## config.mk

```make
export PLATFORM = sky130hd
export DESIGN_NAME = fpe_flash_seq
export DESIGN_NICKNAME = d
export VERILOG_FILES = /design/src/shared/fpe_pkg.sv /design/src/shared/fpe_tmr_if.sv /design/src/fpe_erase_timer.sv /design/src/fpe_flash_seq.sv
export SDC_FILE = /design/constraint.sdc
export NUM_CORES = 1
export LEC_CHECK = 0
export ABC_AREA = 1
export BUFFER_PORTS_ARGS = -buffer_cell sky130_fd_sc_hd__buf_2
export CORE_MARGIN = 2
export CORE_UTILIZATION = 40
export DETAILED_ROUTE_END_ITERATION = 6
export GPL_ROUTABILITY_DRIVEN = 1
export PLACE_DENSITY = 0.75
export SLEW_MARGIN = 20
export SYNTH_ARGS = -nofsm -noshare
export SYNTH_HDL_FRONTEND = slang
export SYNTH_SLANG_ARGS = --single-unit
```

## constraint.sdc

```tcl
create_clock -name i_sys_clk -period 1.5 [get_ports i_sys_clk]
set_input_delay 0.3 -clock i_sys_clk [delete_from_list [all_inputs] [get_ports i_sys_clk]]
set_output_delay 0.3 -clock i_sys_clk [all_outputs]
set_load 0.01 [all_outputs]
```

## src/shared/fpe_pkg.sv

```systemverilog
// fpe_pkg: constants for the flash protection-erase / id / status block.
// assumes a 40 MHz system clock; all command decode values live here.
package fpe_pkg;
   // apb register byte offsets
   localparam logic [7:0] OFS_SEC_EN     = 8'h00;
   localparam logic [7:0] OFS_RSVD_A     = 8'h04;
   localparam logic [7:0] OFS_FLCS       = 8'h20;
   localparam logic [7:0] OFS_RSVD_B     = 8'h24;
   localparam logic [7:0] OFS_RSVD_C     = 8'h28;
   // field positions and reset values
   localparam int         FLCS_RDY_BIT   = 0;
   localparam int         FLCS_PROT_LSB  = 16;
   localparam int         SEC_EN_BIT     = 0;
   localparam logic       SEC_EN_RST     = 1'b1;
   localparam int         PROT_GROUP     = 4;
   // command cycle address high bytes and data codes
   localparam logic [7:0] ADR_54         = 8'h54;
   localparam logic [7:0] ADR_AA         = 8'hAA;
   localparam logic [7:0] DAT_AA         = 8'hAA;
   localparam logic [7:0] DAT_55         = 8'h55;
   localparam logic [7:0] CMD_RESET      = 8'hF0;
   localparam logic [7:0] CMD_ID         = 8'h90;
   localparam logic [7:0] CMD_ERASE_PRE  = 8'h80;
   localparam logic [7:0] CMD_PROT_ERASE = 8'h60;
   localparam int         ID_SEL_LSB     = 14;
   localparam int         GRP_SEL_BIT    = 14;
   // erase timing: time in microseconds, cycles derived from the clock
   localparam int         CLK_KHZ        = 40000;
   localparam int         ARRAY_ERASE_US = 100;
   localparam int         PROT_ERASE_US  = 50;
   localparam int         ARRAY_ERASE_CYC = (ARRAY_ERASE_US * CLK_KHZ) / 1000;
   localparam int         PROT_ERASE_CYC  = (PROT_ERASE_US * CLK_KHZ) / 1000;
   localparam int         TMR_W          = 16;
endpackage

```

## src/shared/fpe_tmr_if.sv

```systemverilog
// fpe_tmr_if: start/done handshake between the sequencer and its erase timer.
// assumes both ends run on the same system clock.
`timescale 1ns/1ps
`default_nettype none
interface fpe_tmr_if;
   logic                       start;
   logic [fpe_pkg::TMR_W-1:0]  cycles;
   logic                       done;
   modport ctl (output start, output cycles, input done);
   modport tmr (input start, input cycles, output done);
endinterface
`default_nettype wire

```

## src/fpe_erase_timer.sv

```systemverilog
// fpe_erase_timer: counts the length of one automatic erase phase.
// assumes start is a one-cycle pulse and is not re-issued while counting.
`timescale 1ns/1ps
`default_nettype none
module fpe_erase_timer (
   // clock and reset
   input  wire logic  i_sys_clk,
   input  wire logic  i_srst,
   // sequencer side
   fpe_tmr_if.tmr     tmr
);
   logic [fpe_pkg::TMR_W-1:0] cnt_ff;
   logic [fpe_pkg::TMR_W-1:0] nxt_cnt;
   logic                      done_ff;
   logic                      nxt_done;

   always_comb begin
      nxt_cnt  = cnt_ff;
      nxt_done = 1'b0;
      if (tmr.start) begin
         nxt_cnt = tmr.cycles;
      end else if (cnt_ff != '0) begin
         nxt_cnt = cnt_ff - 1'b1;
         // done lands in the cycle after the last counted one
         if (cnt_ff == fpe_pkg::TMR_W'(1)) begin
            nxt_done = 1'b1;
         end
      end
   end

   always_ff @(posedge i_sys_clk) begin
      if (i_srst) begin
         cnt_ff  <= '0;
         done_ff <= 1'b0;
      end else begin
         cnt_ff  <= nxt_cnt;
         done_ff <= nxt_done;
      end
   end

   assign tmr.done = done_ff;
endmodule
`default_nettype wire

```

## src/fpe_flash_seq.sv

```systemverilog
// fpe_flash_seq: protection-bit erase, identification_read_cmd mode and flash status registers.
// assumes command writes come from on-chip logic on i_sys_clk (no sync needed)
// and that the array macro reports erase failure on i_op_fail.
//
// The APB interface to the registers was left to the implementer.
`timescale 1ns/1ps
`default_nettype none
module fpe_flash_seq #(
   parameter int             NBLK         = 6,
   parameter logic [NBLK-1:0] PROT_RST    = '0,
   parameter int             ARRAY_CYC    = fpe_pkg::ARRAY_ERASE_CYC,
   parameter int             PROT_CYC     = fpe_pkg::PROT_ERASE_CYC
) (
   // clock and resets
   input  wire logic              i_sys_clk,
   input  wire logic              i_srst,
   input  wire logic              i_cold_srst,
   // apb slave
   input  wire logic              i_psel,
   input  wire logic              i_penable,
   input  wire logic              i_pwrite,
   input  wire logic [7:0]        i_paddr,
   input  wire logic [31:0]       i_pwdata,
   output logic [31:0]            o_prdata,
   output logic                   o_pready,
   output logic                   o_pslverr,
   // flash command write port
   input  wire logic              i_cmd_wr,
   input  wire logic [15:0]       i_cmd_addr,
   input  wire logic [7:0]        i_cmd_data,
   // flash array side
   input  wire logic              i_op_fail,
   output logic                   o_array_erase,
   output logic                   o_id_mode,
   output logic [1:0]             o_id_sel,
   output logic [NBLK-1:0]        o_block_protect_flags,
   output logic                   o_ready_busy_flag
);
   typedef enum logic [3:0] {
      S_IDLE, S_C2, S_C3, S_ID4, S_ID, S_P4, S_P5, S_P6, S_P7,
      S_ARRAY, S_PROT, S_PPART, S_LOCK
   } fpe_state_e;

   localparam int NGRP = (NBLK + fpe_pkg::PROT_GROUP - 1) / fpe_pkg::PROT_GROUP;

   fpe_state_e          state_ff, nxt_state;
   logic                id_mode_ff, nxt_id_mode;
   logic [1:0]          id_sel_ff, nxt_id_sel;
   logic [NBLK-1:0]     prot_ff, nxt_prot;
   logic [NBLK-1:0]     grp_mask_ff, nxt_grp_mask;
   logic                busy_ff, nxt_busy;
   logic                sec_en_ff, nxt_sec_en;
   logic [31:0]         prdata_ff, nxt_prdata;
   logic                pready_ff, nxt_pready;
   logic                pslverr_ff, nxt_pslverr;
   logic                erase_ff, nxt_erase;
   logic                wr_54, wr_aa, apb_wr;
   logic [NBLK-1:0]     grp_sel [NGRP];
   logic [31:0]         flcs_val;

   fpe_tmr_if tmr_if ();

   fpe_erase_timer u_tmr (
      .i_sys_clk (i_sys_clk),
      .i_srst    (i_srst),
      .tmr       (tmr_if.tmr)
   );

   // one mask per group of four flags
   for (genvar g = 0; g < NGRP; g++) begin : g_grp
      for (genvar b = 0; b < NBLK; b++) begin : g_bit
         assign grp_sel[g][b] = (b / fpe_pkg::PROT_GROUP) == g;
      end
   end

   assign wr_54 = i_cmd_wr && i_cmd_addr[15:8] == fpe_pkg::ADR_54;
   assign wr_aa = i_cmd_wr && i_cmd_addr[15:8] == fpe_pkg::ADR_AA;

   always_comb begin
      nxt_state      = state_ff;
      nxt_id_mode    = id_mode_ff;
      nxt_id_sel     = id_sel_ff;
      nxt_prot       = prot_ff;
      nxt_grp_mask   = grp_mask_ff;
      nxt_busy       = busy_ff;
      nxt_erase      = erase_ff;
      tmr_if.start   = 1'b0;
      tmr_if.cycles  = '0;
      case (state_ff)
         S_IDLE: begin
            if (i_cmd_wr && i_cmd_data == fpe_pkg::CMD_RESET) begin
               nxt_id_mode = 1'b0;
            end else if (wr_54 && i_cmd_data == fpe_pkg::DAT_AA) begin
               nxt_state = S_C2;
            end
         end
         S_C2: begin
            if (i_cmd_wr) begin
               nxt_state = (wr_aa && i_cmd_data == fpe_pkg::DAT_55) ? S_C3 : S_IDLE;
            end
         end
         S_C3: begin
            if (i_cmd_wr) begin
               nxt_state = S_IDLE;
               if (wr_54 && i_cmd_data == fpe_pkg::CMD_RESET) begin
                  nxt_id_mode = 1'b0;
               end else if (wr_54 && i_cmd_data == fpe_pkg::CMD_ID) begin
                  nxt_state = S_ID4;
               end else if (wr_54 && i_cmd_data == fpe_pkg::CMD_ERASE_PRE) begin
                  nxt_state = S_P4;
               end
            end
         end
         S_ID4, S_ID: begin
            if (i_cmd_wr && i_cmd_data == fpe_pkg::CMD_RESET) begin
               nxt_id_mode = 1'b0;
               nxt_state   = S_IDLE;
            end else if (state_ff == S_ID && wr_54 && i_cmd_data == fpe_pkg::DAT_AA) begin
               nxt_state = S_C2;
            end else if (i_cmd_wr) begin
               nxt_id_mode = 1'b1;
               nxt_id_sel  = i_cmd_addr[fpe_pkg::ID_SEL_LSB +: 2];
               nxt_state   = S_ID;
            end
         end
         S_P4: begin
            if (i_cmd_wr) begin
               nxt_state = (wr_54 && i_cmd_data == fpe_pkg::DAT_AA) ? S_P5 : S_IDLE;
            end
         end
         S_P5: begin
            if (i_cmd_wr) begin
               nxt_state = (wr_aa && i_cmd_data == fpe_pkg::DAT_55) ? S_P6 : S_IDLE;
            end
         end
         S_P6: begin
            if (i_cmd_wr) begin
               nxt_state = (wr_54 && i_cmd_data == fpe_pkg::CMD_PROT_ERASE) ? S_P7 : S_IDLE;
            end
         end
         S_P7: begin
            if (i_cmd_wr) begin
               nxt_state = S_IDLE;
               if (i_cmd_data == fpe_pkg::CMD_PROT_ERASE) begin
                  nxt_busy = 1'b0;
                  if (sec_en_ff && (&prot_ff)) begin
                     nxt_state     = S_ARRAY;
                     nxt_erase     = 1'b1;
                     tmr_if.start  = 1'b1;
                     tmr_if.cycles = fpe_pkg::TMR_W'(ARRAY_CYC);
                  end else begin
                     nxt_state     = S_PPART;
                     nxt_grp_mask  = grp_sel[NGRP > 1 ?
                                     32'(i_cmd_addr[fpe_pkg::GRP_SEL_BIT]) % NGRP : 0];
                     tmr_if.start  = 1'b1;
                     tmr_if.cycles = fpe_pkg::TMR_W'(PROT_CYC);
                  end
               end
            end
         end
         S_ARRAY: begin
            if (i_op_fail) begin
               nxt_state = S_LOCK;
               nxt_erase = 1'b0;
            end else if (tmr_if.done) begin
               nxt_state     = S_PROT;
               nxt_erase     = 1'b0;
               tmr_if.start  = 1'b1;
               tmr_if.cycles = fpe_pkg::TMR_W'(PROT_CYC);
            end
         end
         S_PROT, S_PPART: begin
            if (i_op_fail) begin
               nxt_state = S_LOCK;
            end else if (tmr_if.done) begin
               nxt_prot    = (state_ff == S_PROT) ? '0 : (prot_ff & ~grp_mask_ff);
               nxt_busy    = 1'b1;
               nxt_id_mode = 1'b0;
               nxt_state   = S_IDLE;
            end
         end
         S_LOCK: begin
            nxt_busy = 1'b0;
         end
         default: begin
            nxt_state = S_IDLE;
         end
      endcase
   end

   always_ff @(posedge i_sys_clk) begin
      if (i_srst) begin
         state_ff    <= S_IDLE;
         id_mode_ff  <= 1'b0;
         id_sel_ff   <= '0;
         prot_ff     <= PROT_RST;
         grp_mask_ff <= '0;
         busy_ff     <= 1'b1;
         erase_ff    <= 1'b0;
      end else begin
         state_ff    <= nxt_state;
         id_mode_ff  <= nxt_id_mode;
         id_sel_ff   <= nxt_id_sel;
         prot_ff     <= nxt_prot;
         grp_mask_ff <= nxt_grp_mask;
         busy_ff     <= nxt_busy;
         erase_ff    <= nxt_erase;
      end
   end

   always_comb begin
      flcs_val = '0;
      flcs_val[fpe_pkg::FLCS_RDY_BIT] = busy_ff;
      flcs_val[fpe_pkg::FLCS_PROT_LSB +: NBLK] = prot_ff;
   end

   // data set up during the setup phase, so access completes with no wait
   assign apb_wr = i_psel && i_penable && i_pwrite && pready_ff;

   always_comb begin
      nxt_pready  = i_psel && !i_penable;
      nxt_pslverr = 1'b0;
      nxt_prdata  = '0;
      nxt_sec_en  = sec_en_ff;
      if (i_psel && !i_penable) begin
         case (i_paddr)
            fpe_pkg::OFS_SEC_EN: begin
               nxt_prdata[fpe_pkg::SEC_EN_BIT] = sec_en_ff;
            end
            fpe_pkg::OFS_FLCS: begin
               nxt_prdata = flcs_val;
            end
            default: begin
               nxt_pslverr = 1'b1;
            end
         endcase
      end
      if (apb_wr && i_paddr == fpe_pkg::OFS_SEC_EN) begin
         nxt_sec_en = i_pwdata[fpe_pkg::SEC_EN_BIT];
      end
   end

   always_ff @(posedge i_sys_clk) begin
      if (i_srst) begin
         prdata_ff  <= '0;
         pready_ff  <= 1'b0;
         pslverr_ff <= 1'b0;
      end else begin
         prdata_ff  <= nxt_prdata;
         pready_ff  <= nxt_pready;
         pslverr_ff <= nxt_pslverr;
      end
   end

   // cold reset only; hardware reset keeps the setting
   always_ff @(posedge i_sys_clk) begin
      if (i_cold_srst) begin
         sec_en_ff <= fpe_pkg::SEC_EN_RST;
      end else begin
         sec_en_ff <= nxt_sec_en;
      end
   end

   assign o_prdata              = prdata_ff;
   assign o_pready              = pready_ff;
   assign o_pslverr             = pslverr_ff;
   assign o_array_erase         = erase_ff;
   assign o_id_mode             = id_mode_ff;
   assign o_id_sel              = id_sel_ff;
   assign o_block_protect_flags = prot_ff;
   assign o_ready_busy_flag     = busy_ff;
endmodule
`default_nettype wire

```

==> results of run 1 <==
-- layer usage --
metal | track usage [%] | up-vias
met2 | 32.9 | 147
li1 | - | 1540
met3 | 3.37 | 26
met5 | 0 | -
met4 | 6.20 | 0
met1 | 24.5 | 1391
-- worst max path at each step --
stage                    start               end  slack [ps]  cells after the start
3_3_place_gp     i_cmd_data[0]    u_tmr.tmr.done        -120                     10
2_1_floorplan  u_tmr.cnt_ff[1]  u_tmr.cnt_ff[12]          20                     12
4_1_cts        u_tmr.cnt_ff[1]  u_tmr.cnt_ff[12]         -80                     12
3_5_place_dp   u_tmr.cnt_ff[1]  u_tmr.cnt_ff[12]        -170                     12
5_1_grt        u_tmr.cnt_ff[3]   u_tmr.cnt_ff[2]        -200                     10
6_report       u_tmr.cnt_ff[1]   u_tmr.cnt_ff[2]         -80                     11
-- logic make-up after synthesis --
kind of cell / count (synthesis)
AND/OR/NAND/NOR: 236
buffers and inverters: 89
flip-flops: 44
AO/OA/AOI/OAI: 41
XOR/XNOR: 6
adder cells (fa/ha/maj): 2
other: 1
-- timing repair --
item,CTS,global route
buffers inserted,6,8
endpoints found under the hold margin,0,0
endpoints found under the setup margin,28,31
pin swaps,10,30
gates resized for setup,23,65
gates cloned,0,0
-- power breakdown --
part           internal, mW  switching [mW]  total, mW  leakage, nW
Combinational          1.43            1.54       2.97         1.46
Sequential             1.37           0.157       1.52        0.361
Clock                 0.545           0.440      0.986       0.0614
-- placed cells by master, fill, tap and decap left out, types with 5 or more instances in the layout --
master    instances
nand4_1           8
dfxtp_1          37
nand2_2          13
conb_1           25
nor2_2           10
clkbuf_8          6
nand2_1          71
nor2_1           58
inv_2            12
nand3_2           6
buf_2            52
inv_1            46
buf_6             5
buf_4            71
nor2_4           13
o21ai_1           6
nand3_1          27
o21ai_0           7
a21oi_1          15
a21oi_2           6
nor3_1           17
-- state kept, by name (all words and copies together), names as in the netlist, 2 cells and up --
signal,cells
grp_mask_ff,2
o_prdata,7
o_block_protect_flags,6
state_ff,4
o_id_sel,2
u_tmr.cnt_ff,16
-- synthesized netlist by cell type, drive strengths merged --
| library cell | count |
|---|---|
| buf | 25 |
| nor3 | 20 |
| o2111ai | 1 |
| nand2 | 88 |
| o21ai | 14 |
| dfxtp | 44 |
| a31oi | 3 |
| xnor2 | 3 |
| inv | 62 |
| a21oi | 21 |
| nand3b | 2 |
| clkbuf | 2 |
| xor2 | 3 |
| nor3b | 2 |
| ha | 2 |
| nand3 | 35 |
| a21boi | 1 |
| conb | 1 |
| a211oi | 1 |
| nor2 | 81 |
| nand4 | 8 |
-- final cells by class --
cell class	count	area, um^2	area share (%)
Sequential cell	44	900	23.2
Clock inverter	2	38.8	0.999
Timing Repair Buffer	128	850	21.9
Inverter	62	243	6.25
Clock buffer	6	82.6	2.13
Multi-Input combinational cell	310	1670	43.1
Tap cell	77	96.3	2.48
-- per-stage QoR --
stage	cells	utilization, %	hold slack (ps)	TNS (ps)	power [mW]
CTS	622	56.7	182	-310	4.94
global route	629	60.5	202	-2300	5.81
detailed placement	608	53.2	443	-2840	3.68
global placement	608	53.2	434	-1810	3.59
floorplan	443	-	392	0	2.79
finish	629	60.5	181	-420	5.48
-- worst max-delay path: cells and delay by family, from the launching register on --
family                     cells  cell delay [ps]
adders and majority gates      1              150
and+or+nand+nor                6              690
buffers and inverters          4              310
DFF                            1              330
==> results.cfg, run 1 <==
[outcome]
status = finished with violations
violations = DRC, setup timing

[yosys]
synth_fa_ha_area_share_pct = 0.934
synth_area_leaders = dfxtp_1 33%, nand2_1 12%, nor2_1 10%
synth_compound_area_share_pct = 8.12
synth_largest_area_cell = dfxtp_1
yosys.area_share.simple_pct = 39.9
syn-cell-area_mm2 = 0.00268
synth.avg_cell_area_um2 = 6.40
synth-seq-area-share_pct = 32.9
synth_top_family_by_area = simple AND/OR/NAND/NOR gates
synth_cell_types = 29
yosys_warnings = 0
synth_seq_cells = 44
synthMuxAreaShare_pct = 0
synth_top_area_share_pct = 32.9
synthCells = 419
synth_xor_area_share_pct = 1.96

[drt]
first_pass_iters = 7
ant_nets = 0
drt_iter0_drc = 244
top_layer = met4
post_drt_wl_per_cell_um = 12.1
post_drt_via_cell_ratio = 4.93
wl_met2_um = 3680
routedLengthMet1_um = 3210
route.detailed.drc = 9
vias = 3104
wl_met3_um = 500
routed_wl_um = 7620

[layout]
n_fill_cell = 535
stdcell_area_mm2 = 0.00388
final_nets = 625
n_antenna_cell = 0
syn_to_final_growth_pct = 44.9
drive_gt1_share_pct = 39.5

[setup_path]
worstPathArrival_ps = 1810
r2r_setup_slack_ps = -80
setup.worst_path.class = reg2reg
cp_cell_sequence = inv_2, ha_4, inv_4, nor2_4, inv_2, nor2_4, nand2_2, nor2_4, buf_6, nor3_2, nor3_1
critPathSlowestCell = dfxtp_2
worst_setup_path_start_kind = register
regToRegStartpoint = u_tmr.cnt_ff[1]
reg2reg_depth = 11
cp_max_fo = 3
crit_path_frequent_cell = nor2_4
crit_path_max_incr_delay_ps = 330
end_kind = register
r2r_end = u_tmr.cnt_ff[2]
required_ps = 1730

[floorplan]
fp.dieH_um = 85.9
coreArea_mm2 = 0.00642
initial_utilization_pct = 41.7
rows = 29
die_w_um = 85.9
num_io_pins = 117
dieArea_mm2 = 0.00737

[hold_path]
min_to = sec_en_ff
whs_path_depth = 3
min_path_type = in2reg
hp-start = i_cold_srst

[clocking]
clock_sinks = 44
clk_latency_ps = 310
hold_buffers = 0
clockBufferDepth = 2
cts_made_buffers = 5
ctsHtreeMaxLevel = 2
cts_root_buf = clkbuf_8
cts_tree = done
path_clk_slew_ps = 90

[placement]
globalplace.congestion = 0.947
place_ws_ps = -166
place_area_mm2 = 0.00341
hpwlAfterDp_um = 5450
portBuffers = 52

[grt]
antenna_found_initial = 0
grt_pass1_vias = 2739
grt_max_degree = 15
overflow = 0
grt_pass1_wl_um = 11600
grt_usage_pct = 19.2

[sta]
finalCritPeriodShare_pct = 105
hold_violations = 0
fmax_mhz = 633
report.final.slew_viol_count = 0
setup_viol = 11
finClkSkew_ps = 13.9
post-route-min-period_ps = 1580
grt_setup_unrepaired = yes
setup_ws_ps = -78.8

[power]
worst_ir_drop_vdd_uv = 1020
p_leak_nw = 1.88
power.density_mw_per_mm2 = 1410

[flow_run]
maxCapViolCount = 0
(Power assumes the default switching activity.)
==> run 2, diff against run 1 <==
--- a/config.mk
+++ b/config.mk
@@ -7,6 +7,7 @@
 export LEC_CHECK = 0
 export ABC_AREA = 1
 export BUFFER_PORTS_ARGS = -buffer_cell sky130_fd_sc_hd__buf_2
+export CORE_ASPECT_RATIO = 1.1
 export CORE_MARGIN = 2
 export CORE_UTILIZATION = 40
 export DETAILED_ROUTE_END_ITERATION = 6
==> results.cfg, run 2 (same netlist as run 1, synthesis figures left out) <==
[sta]
post-route-min-period_ps = 1520
fin_tns_setup_ps = -25.3
finalCritPeriodShare_pct = 101
fmax_mhz = 660
setup_ws_ps = -15.3
setup_viol = 2
grt_setup_unrepaired = yes
hold_violations = 0
finClkSkew_ps = 9.53
report.final.slew_viol_count = 0

[drt]
ant_nets = 0
vias = 2967
post_drt_via_cell_ratio = 4.74
routed_wl_um = 7130
first_pass_iters = 4
post_drt_wl_per_cell_um = 11.4
drt_iter0_drc = 111
route.detailed.drc = 0

[outcome]
status = finished with violations
violations = setup timing

[clocking]
cts_made_buffers = 5
ctsHtreeMaxLevel = 2
clockBufferDepth = 2
hold_buffers = 0
path_clk_slew_ps = 90
clk_latency_ps = 300
cts_root_buf = clkbuf_8
cts_tree = done
clock_sinks = 44

[layout]
n_antenna_cell = 0
fin_cells = 626
layout_commonest_cell = nand2_1
drive_gt1_share_pct = 36.4
final_cell_mix = 76 x nand2_1, 67 x buf_4, 61 x nor2_1
largest_register_ffs = 16
final_nets = 617
top_register = u_tmr.cnt_ff
syn_to_final_growth_pct = 40.5

[placement]
globalplace.congestion = 0.962
hpwlAfterDp_um = 5560
portBuffers = 52
dp.cells = 609

[power]
comb_power_share_pct = 50.2
power_mw = 4.86
internal_power_mw = 3.05
power_frac_seq_pct = 30.8
power.density_mw_per_mm2 = 1290
p_switching_mw = 1.81
worst_ir_drop_vdd_uv = 1070
swShare_pct = 37.3
power_frac_clock_pct = 19.0
p_leak_nw = 1.83

[setup_path]
setup.worst_path.class = reg2reg
critPathBufInv = 4
worst_setup_path_start_kind = register
crit_path_max_incr_delay_ps = 330
worstPathArrival_ps = 1710
end_kind = register
cp_max_fo = 8
cp_cell_sequence = inv_2, ha_4, inv_2, nor2_4, inv_2, nor2_4, nand2_2, nor2_4, inv_4, a21oi_1, nor3_1
required_ps = 1700
critPathSlowestCell = dfxtp_2
path_delay_family = simple AND/OR/NAND/NOR gates

[floorplan]
coreArea_mm2 = 0.00656
die_w_um = 82.0
num_io_pins = 117
initial_utilization_pct = 40.9
dieArea_mm2 = 0.00737
fp.dieH_um = 89.9
rows = 31

[grt]
grt_pass1_wl_um = 11300
overflow = 0
grt_usage_pct = 19.0
antenna_found_initial = 0
grt_max_degree = 16
grt_pass1_vias = 2772

[flow_run]
maxCapViolCount = 0

[hold_path]
min_path_type = in2reg
==> run 2: changes by cell type in the layout (fill, tap and decap cells not counted), sizes merged <==
cell	delta
clkinv	-1
clkinvlp	+1
clkbuf	-1
inv	+1
buf	-8
==> run 2: final timing paths <==
check                         end  slack, ps  cells after the start             from
setup / recovery  u_tmr.cnt_ff[3]        -20                     11  u_tmr.cnt_ff[1]
hold / removal          sec_en_ff        180                      3      i_cold_srst
setup reg to reg  u_tmr.cnt_ff[3]        -20                     11  u_tmr.cnt_ff[1]
hold reg to reg       o_id_sel[0]        450                      2      o_id_sel[0]
==> run 2: worst min-delay path: cells and delay by family <==
kind                   cells  cell delay, ps
buffers and inverters      1              80
and+or+nand+nor            2              80
==> run 2: cell type report <==
| type | instances | area [um^2] |
|---|---|---|
| clock inverters | 3 | 46.3 |
| repair buffers | 120 | 774 |
| fillers | 589 | 2790 |
| multi-input cells | 310 | 1640 |
| well taps | 82 | 103 |
| inverters | 62 | 238 |
| flip-flops and latches | 44 | 898 |
| clock buffers | 5 | 68.8 |
==> run 2: repair_timing <==
| item | CTS | global route |
|---|---|---|
| pin swaps | 12 | 20 |
| endpoints found under the setup margin | 24 | 30 |
| resized for setup | 20 | 45 |
| setup buffers | 4 | 5 |
| hold endpoints to repair | 0 | 0 |
==> run 2: per-stage QoR <==
stage / util (%) / setup WS, ps / instance area (um^2) / hold slack (ps)
after global routing: 57.5 / -114 / 3770 / 183
after floorplan: - / 17.5 / 2780 / 392
after detailed placement: 51.7 / -169 / 3390 / 440
final: 57.5 / -15.3 / 3770 / 183
after global placement: 51.7 / -119 / 3390 / 435
after CTS: 54.8 / -29.9 / 3590 / 178
==> run 2: metal layers <==
metal  vias up  track usage (%)  part of all wire (%)
met5         -                0                     0
met4         0             6.53                   1.7
met3        12             3.51                   3.8
met2        81             35.2                    53
met1      1349             21.0                    41
li1       1525                -                     -
==> run 2: power groups by stage <==
| stage | logic [mW] | registers (mW) | clock network, mW |
|---|---|---|---|
| 2_1_floorplan | 1.29 | 1.50 | 0 |
| 3_3_place_gp | 1.96 | 1.51 | 0 |
| 6_report | 2.44 | 1.50 | 0.923 |
| 3_5_place_dp | 2.01 | 1.51 | 0 |
| 4_1_cts | 2.30 | 1.50 | 0.943 |
| 5_1_grt | 2.70 | 1.52 | 0.981 |
==> run 3, diff against run 2 <==
--- a/config.mk
+++ b/config.mk
@@ -7,7 +7,7 @@
 export LEC_CHECK = 0
 export ABC_AREA = 1
 export BUFFER_PORTS_ARGS = -buffer_cell sky130_fd_sc_hd__buf_2
-export CORE_ASPECT_RATIO = 1.1
+export CORE_ASPECT_RATIO = 2
 export CORE_MARGIN = 2
 export CORE_UTILIZATION = 40
 export DETAILED_ROUTE_END_ITERATION = 6
==> constraint.sdc (replaced) <==
create_clock -name i_sys_clk -period 1.5 [get_ports i_sys_clk]
set_input_delay 0.3 -clock i_sys_clk [delete_from_list [all_inputs] [get_ports i_sys_clk]]
set_output_delay 0.3 -clock i_sys_clk [all_outputs]
set_load 0.005 [all_outputs]
==> results.cfg, run 3 (same netlist as run 1, synthesis figures left out) <==
[floorplan]
die_w_um = 61.9
fp.dieH_um = 120
dieArea_mm2 = 0.00741
num_io_pins = 117
coreArea_mm2 = 0.00657
rows = 42
initial_utilization_pct = 40.8

[layout]
final_cell_mix = 67 x nand2_1, 65 x buf_4, 55 x nor2_1
largest_register_ffs = 16
drive_gt1_share_pct = 40.7
syn_to_final_growth_pct = 49.4
n_antenna_cell = 0
layout_commonest_cell = nand2_1
top_register = u_tmr.cnt_ff
final_nets = 624
n_fill_cell = 567
fin_cells = 639

[clocking]
clock_sinks = 44
clockBufferDepth = 2
path_clk_slew_ps = 60
ctsHtreeMaxLevel = 2
cts_made_buffers = 5
cts_root_buf = clkbuf_16
cts_tree = done
clk_latency_ps = 290

[sta]
report.final.slew_viol_count = 0
setup_viol = 5
hold_ws_ps = 185
finClkSkew_ps = 5.41
grt_setup_unrepaired = yes
setup_ws_ps = -56.0
finalCritPeriodShare_pct = 104
fmax_mhz = 643
hold_violations = 0
post-route-min-period_ps = 1560
fin_tns_setup_ps = -83.7

[flow_run]
maxCapViolCount = 0

[drt]
routed_wl_um = 8430
drt_iter0_drc = 136
ant_nets = 0
first_pass_iters = 4
post_drt_wl_per_cell_um = 13.2
route.detailed.drc = 0
post_drt_via_cell_ratio = 4.95
vias = 3160

[setup_path]
crit_path_frequent_cell = nor2_1
required_ps = 1730
worst_setup_path_start_kind = register
crit_path_max_incr_delay_ps = 330
end_kind = register
reg2reg_depth = 9
cp_max_fo = 3
critPathSlowestCell = dfxtp_2
cp_cell_sequence = inv_2, buf_6, nand3_4, nor2_4, nand4_1, nor2_1, xor2_1, nand3_1, nor2_1
worstPathArrival_ps = 1780
setup.worst_path.class = reg2reg

[grt]
antenna_found_initial = 0
grt_pass1_wl_um = 12800
grt_pass1_vias = 3024
overflow = 0
grt_usage_pct = 23.3
grt_max_degree = 15

[outcome]
status = finished with violations
violations = setup timing

[hold_path]
whs_path_depth = 3
min_path_type = in2reg

[placement]
dp.cells = 620
hpwlAfterDp_um = 6400
globalplace.congestion = 0.942
portBuffers = 52

[power]
power.density_mw_per_mm2 = 1400
p_leak_nw = 1.91
power_mw = 5.59
worst_ir_drop_vdd_uv = 609
run 3: cell count changes in the layout (fill, tap and decap cells not counted), moves of 2 or more:
cell       before  now
a21oi_1        16   14
buf_4          67   65
buf_6           1   10
clkbuf_16       0    5
clkbuf_8        5    0
inv_1          46   44
nand2_1        76   67
nand2_2         5   15
nor2_1         61   55
nor2_4         11   16
o21ai_0        12    8
o21ai_1         2    6
run 3: final timing paths:
check                        from               end  slack (ps)
setup / recovery  u_tmr.cnt_ff[0]  u_tmr.cnt_ff[15]         -60
hold / removal        i_cold_srst         sec_en_ff         190
setup reg to reg  u_tmr.cnt_ff[0]  u_tmr.cnt_ff[15]         -60
hold reg to reg       o_id_sel[0]       o_id_sel[0]         460
run 3: per-layer routing:
layer	track usage, %	vias to the layer above	share of wire [%]
met2	42.4	122	57
met3	3.99	42	4.2
met5	0	-	0
li1	-	1546	-
met1	19.9	1450	31
met4	19.0	0	7.5
run 3: timing repair:
action / 4_1_cts / 5_1_grt
pin swaps: 12 / 34
hold buffers: 0 / 0
resized for setup: 28 / 78
buffers inserted: 5 / 7
setup endpoints to repair: 27 / 31
run 3: power by group:
part | leakage, nW | internal, mW | total (mW) | switching, mW
Combinational | 1.47 | 1.36 | 2.82 | 1.45
Clock | 0.0798 | 0.782 | 1.25 | 0.468
Sequential | 0.361 | 1.37 | 1.52 | 0.159
run 3: layout make-up:
class	instances	area, um^2	share of cell area (%)
clock buffer	5	125	3.12
clock inverter	3	42.5	1.06
inverter	62	245	6.12
multi-input combinational	310	1730	43.1
sequential	44	896	22.4
tap	88	110	2.75
timing repair buffer	127	861	21.5
run 3: through the flow:
stage | setup WS, ps | instance area [um^2] | utilization, %
after floorplan | 17.5 | 2780 | -
after global placement | -286 | 3440 | 52.3
after detailed placement | -270 | 3440 | 52.3
after CTS | -45.3 | 3710 | 56.5
after global routing | -126 | 4010 | 61.0
final | -56.0 | 4010 | 61.0
run 3: critical path: cells and delay by family, from the launching register on:
family                 cells  cell delay [ps]
XOR/XNOR                   1              190
AND/OR/NAND/NOR            6              780
buffers and inverters      2              190
flip-flops                 1              330
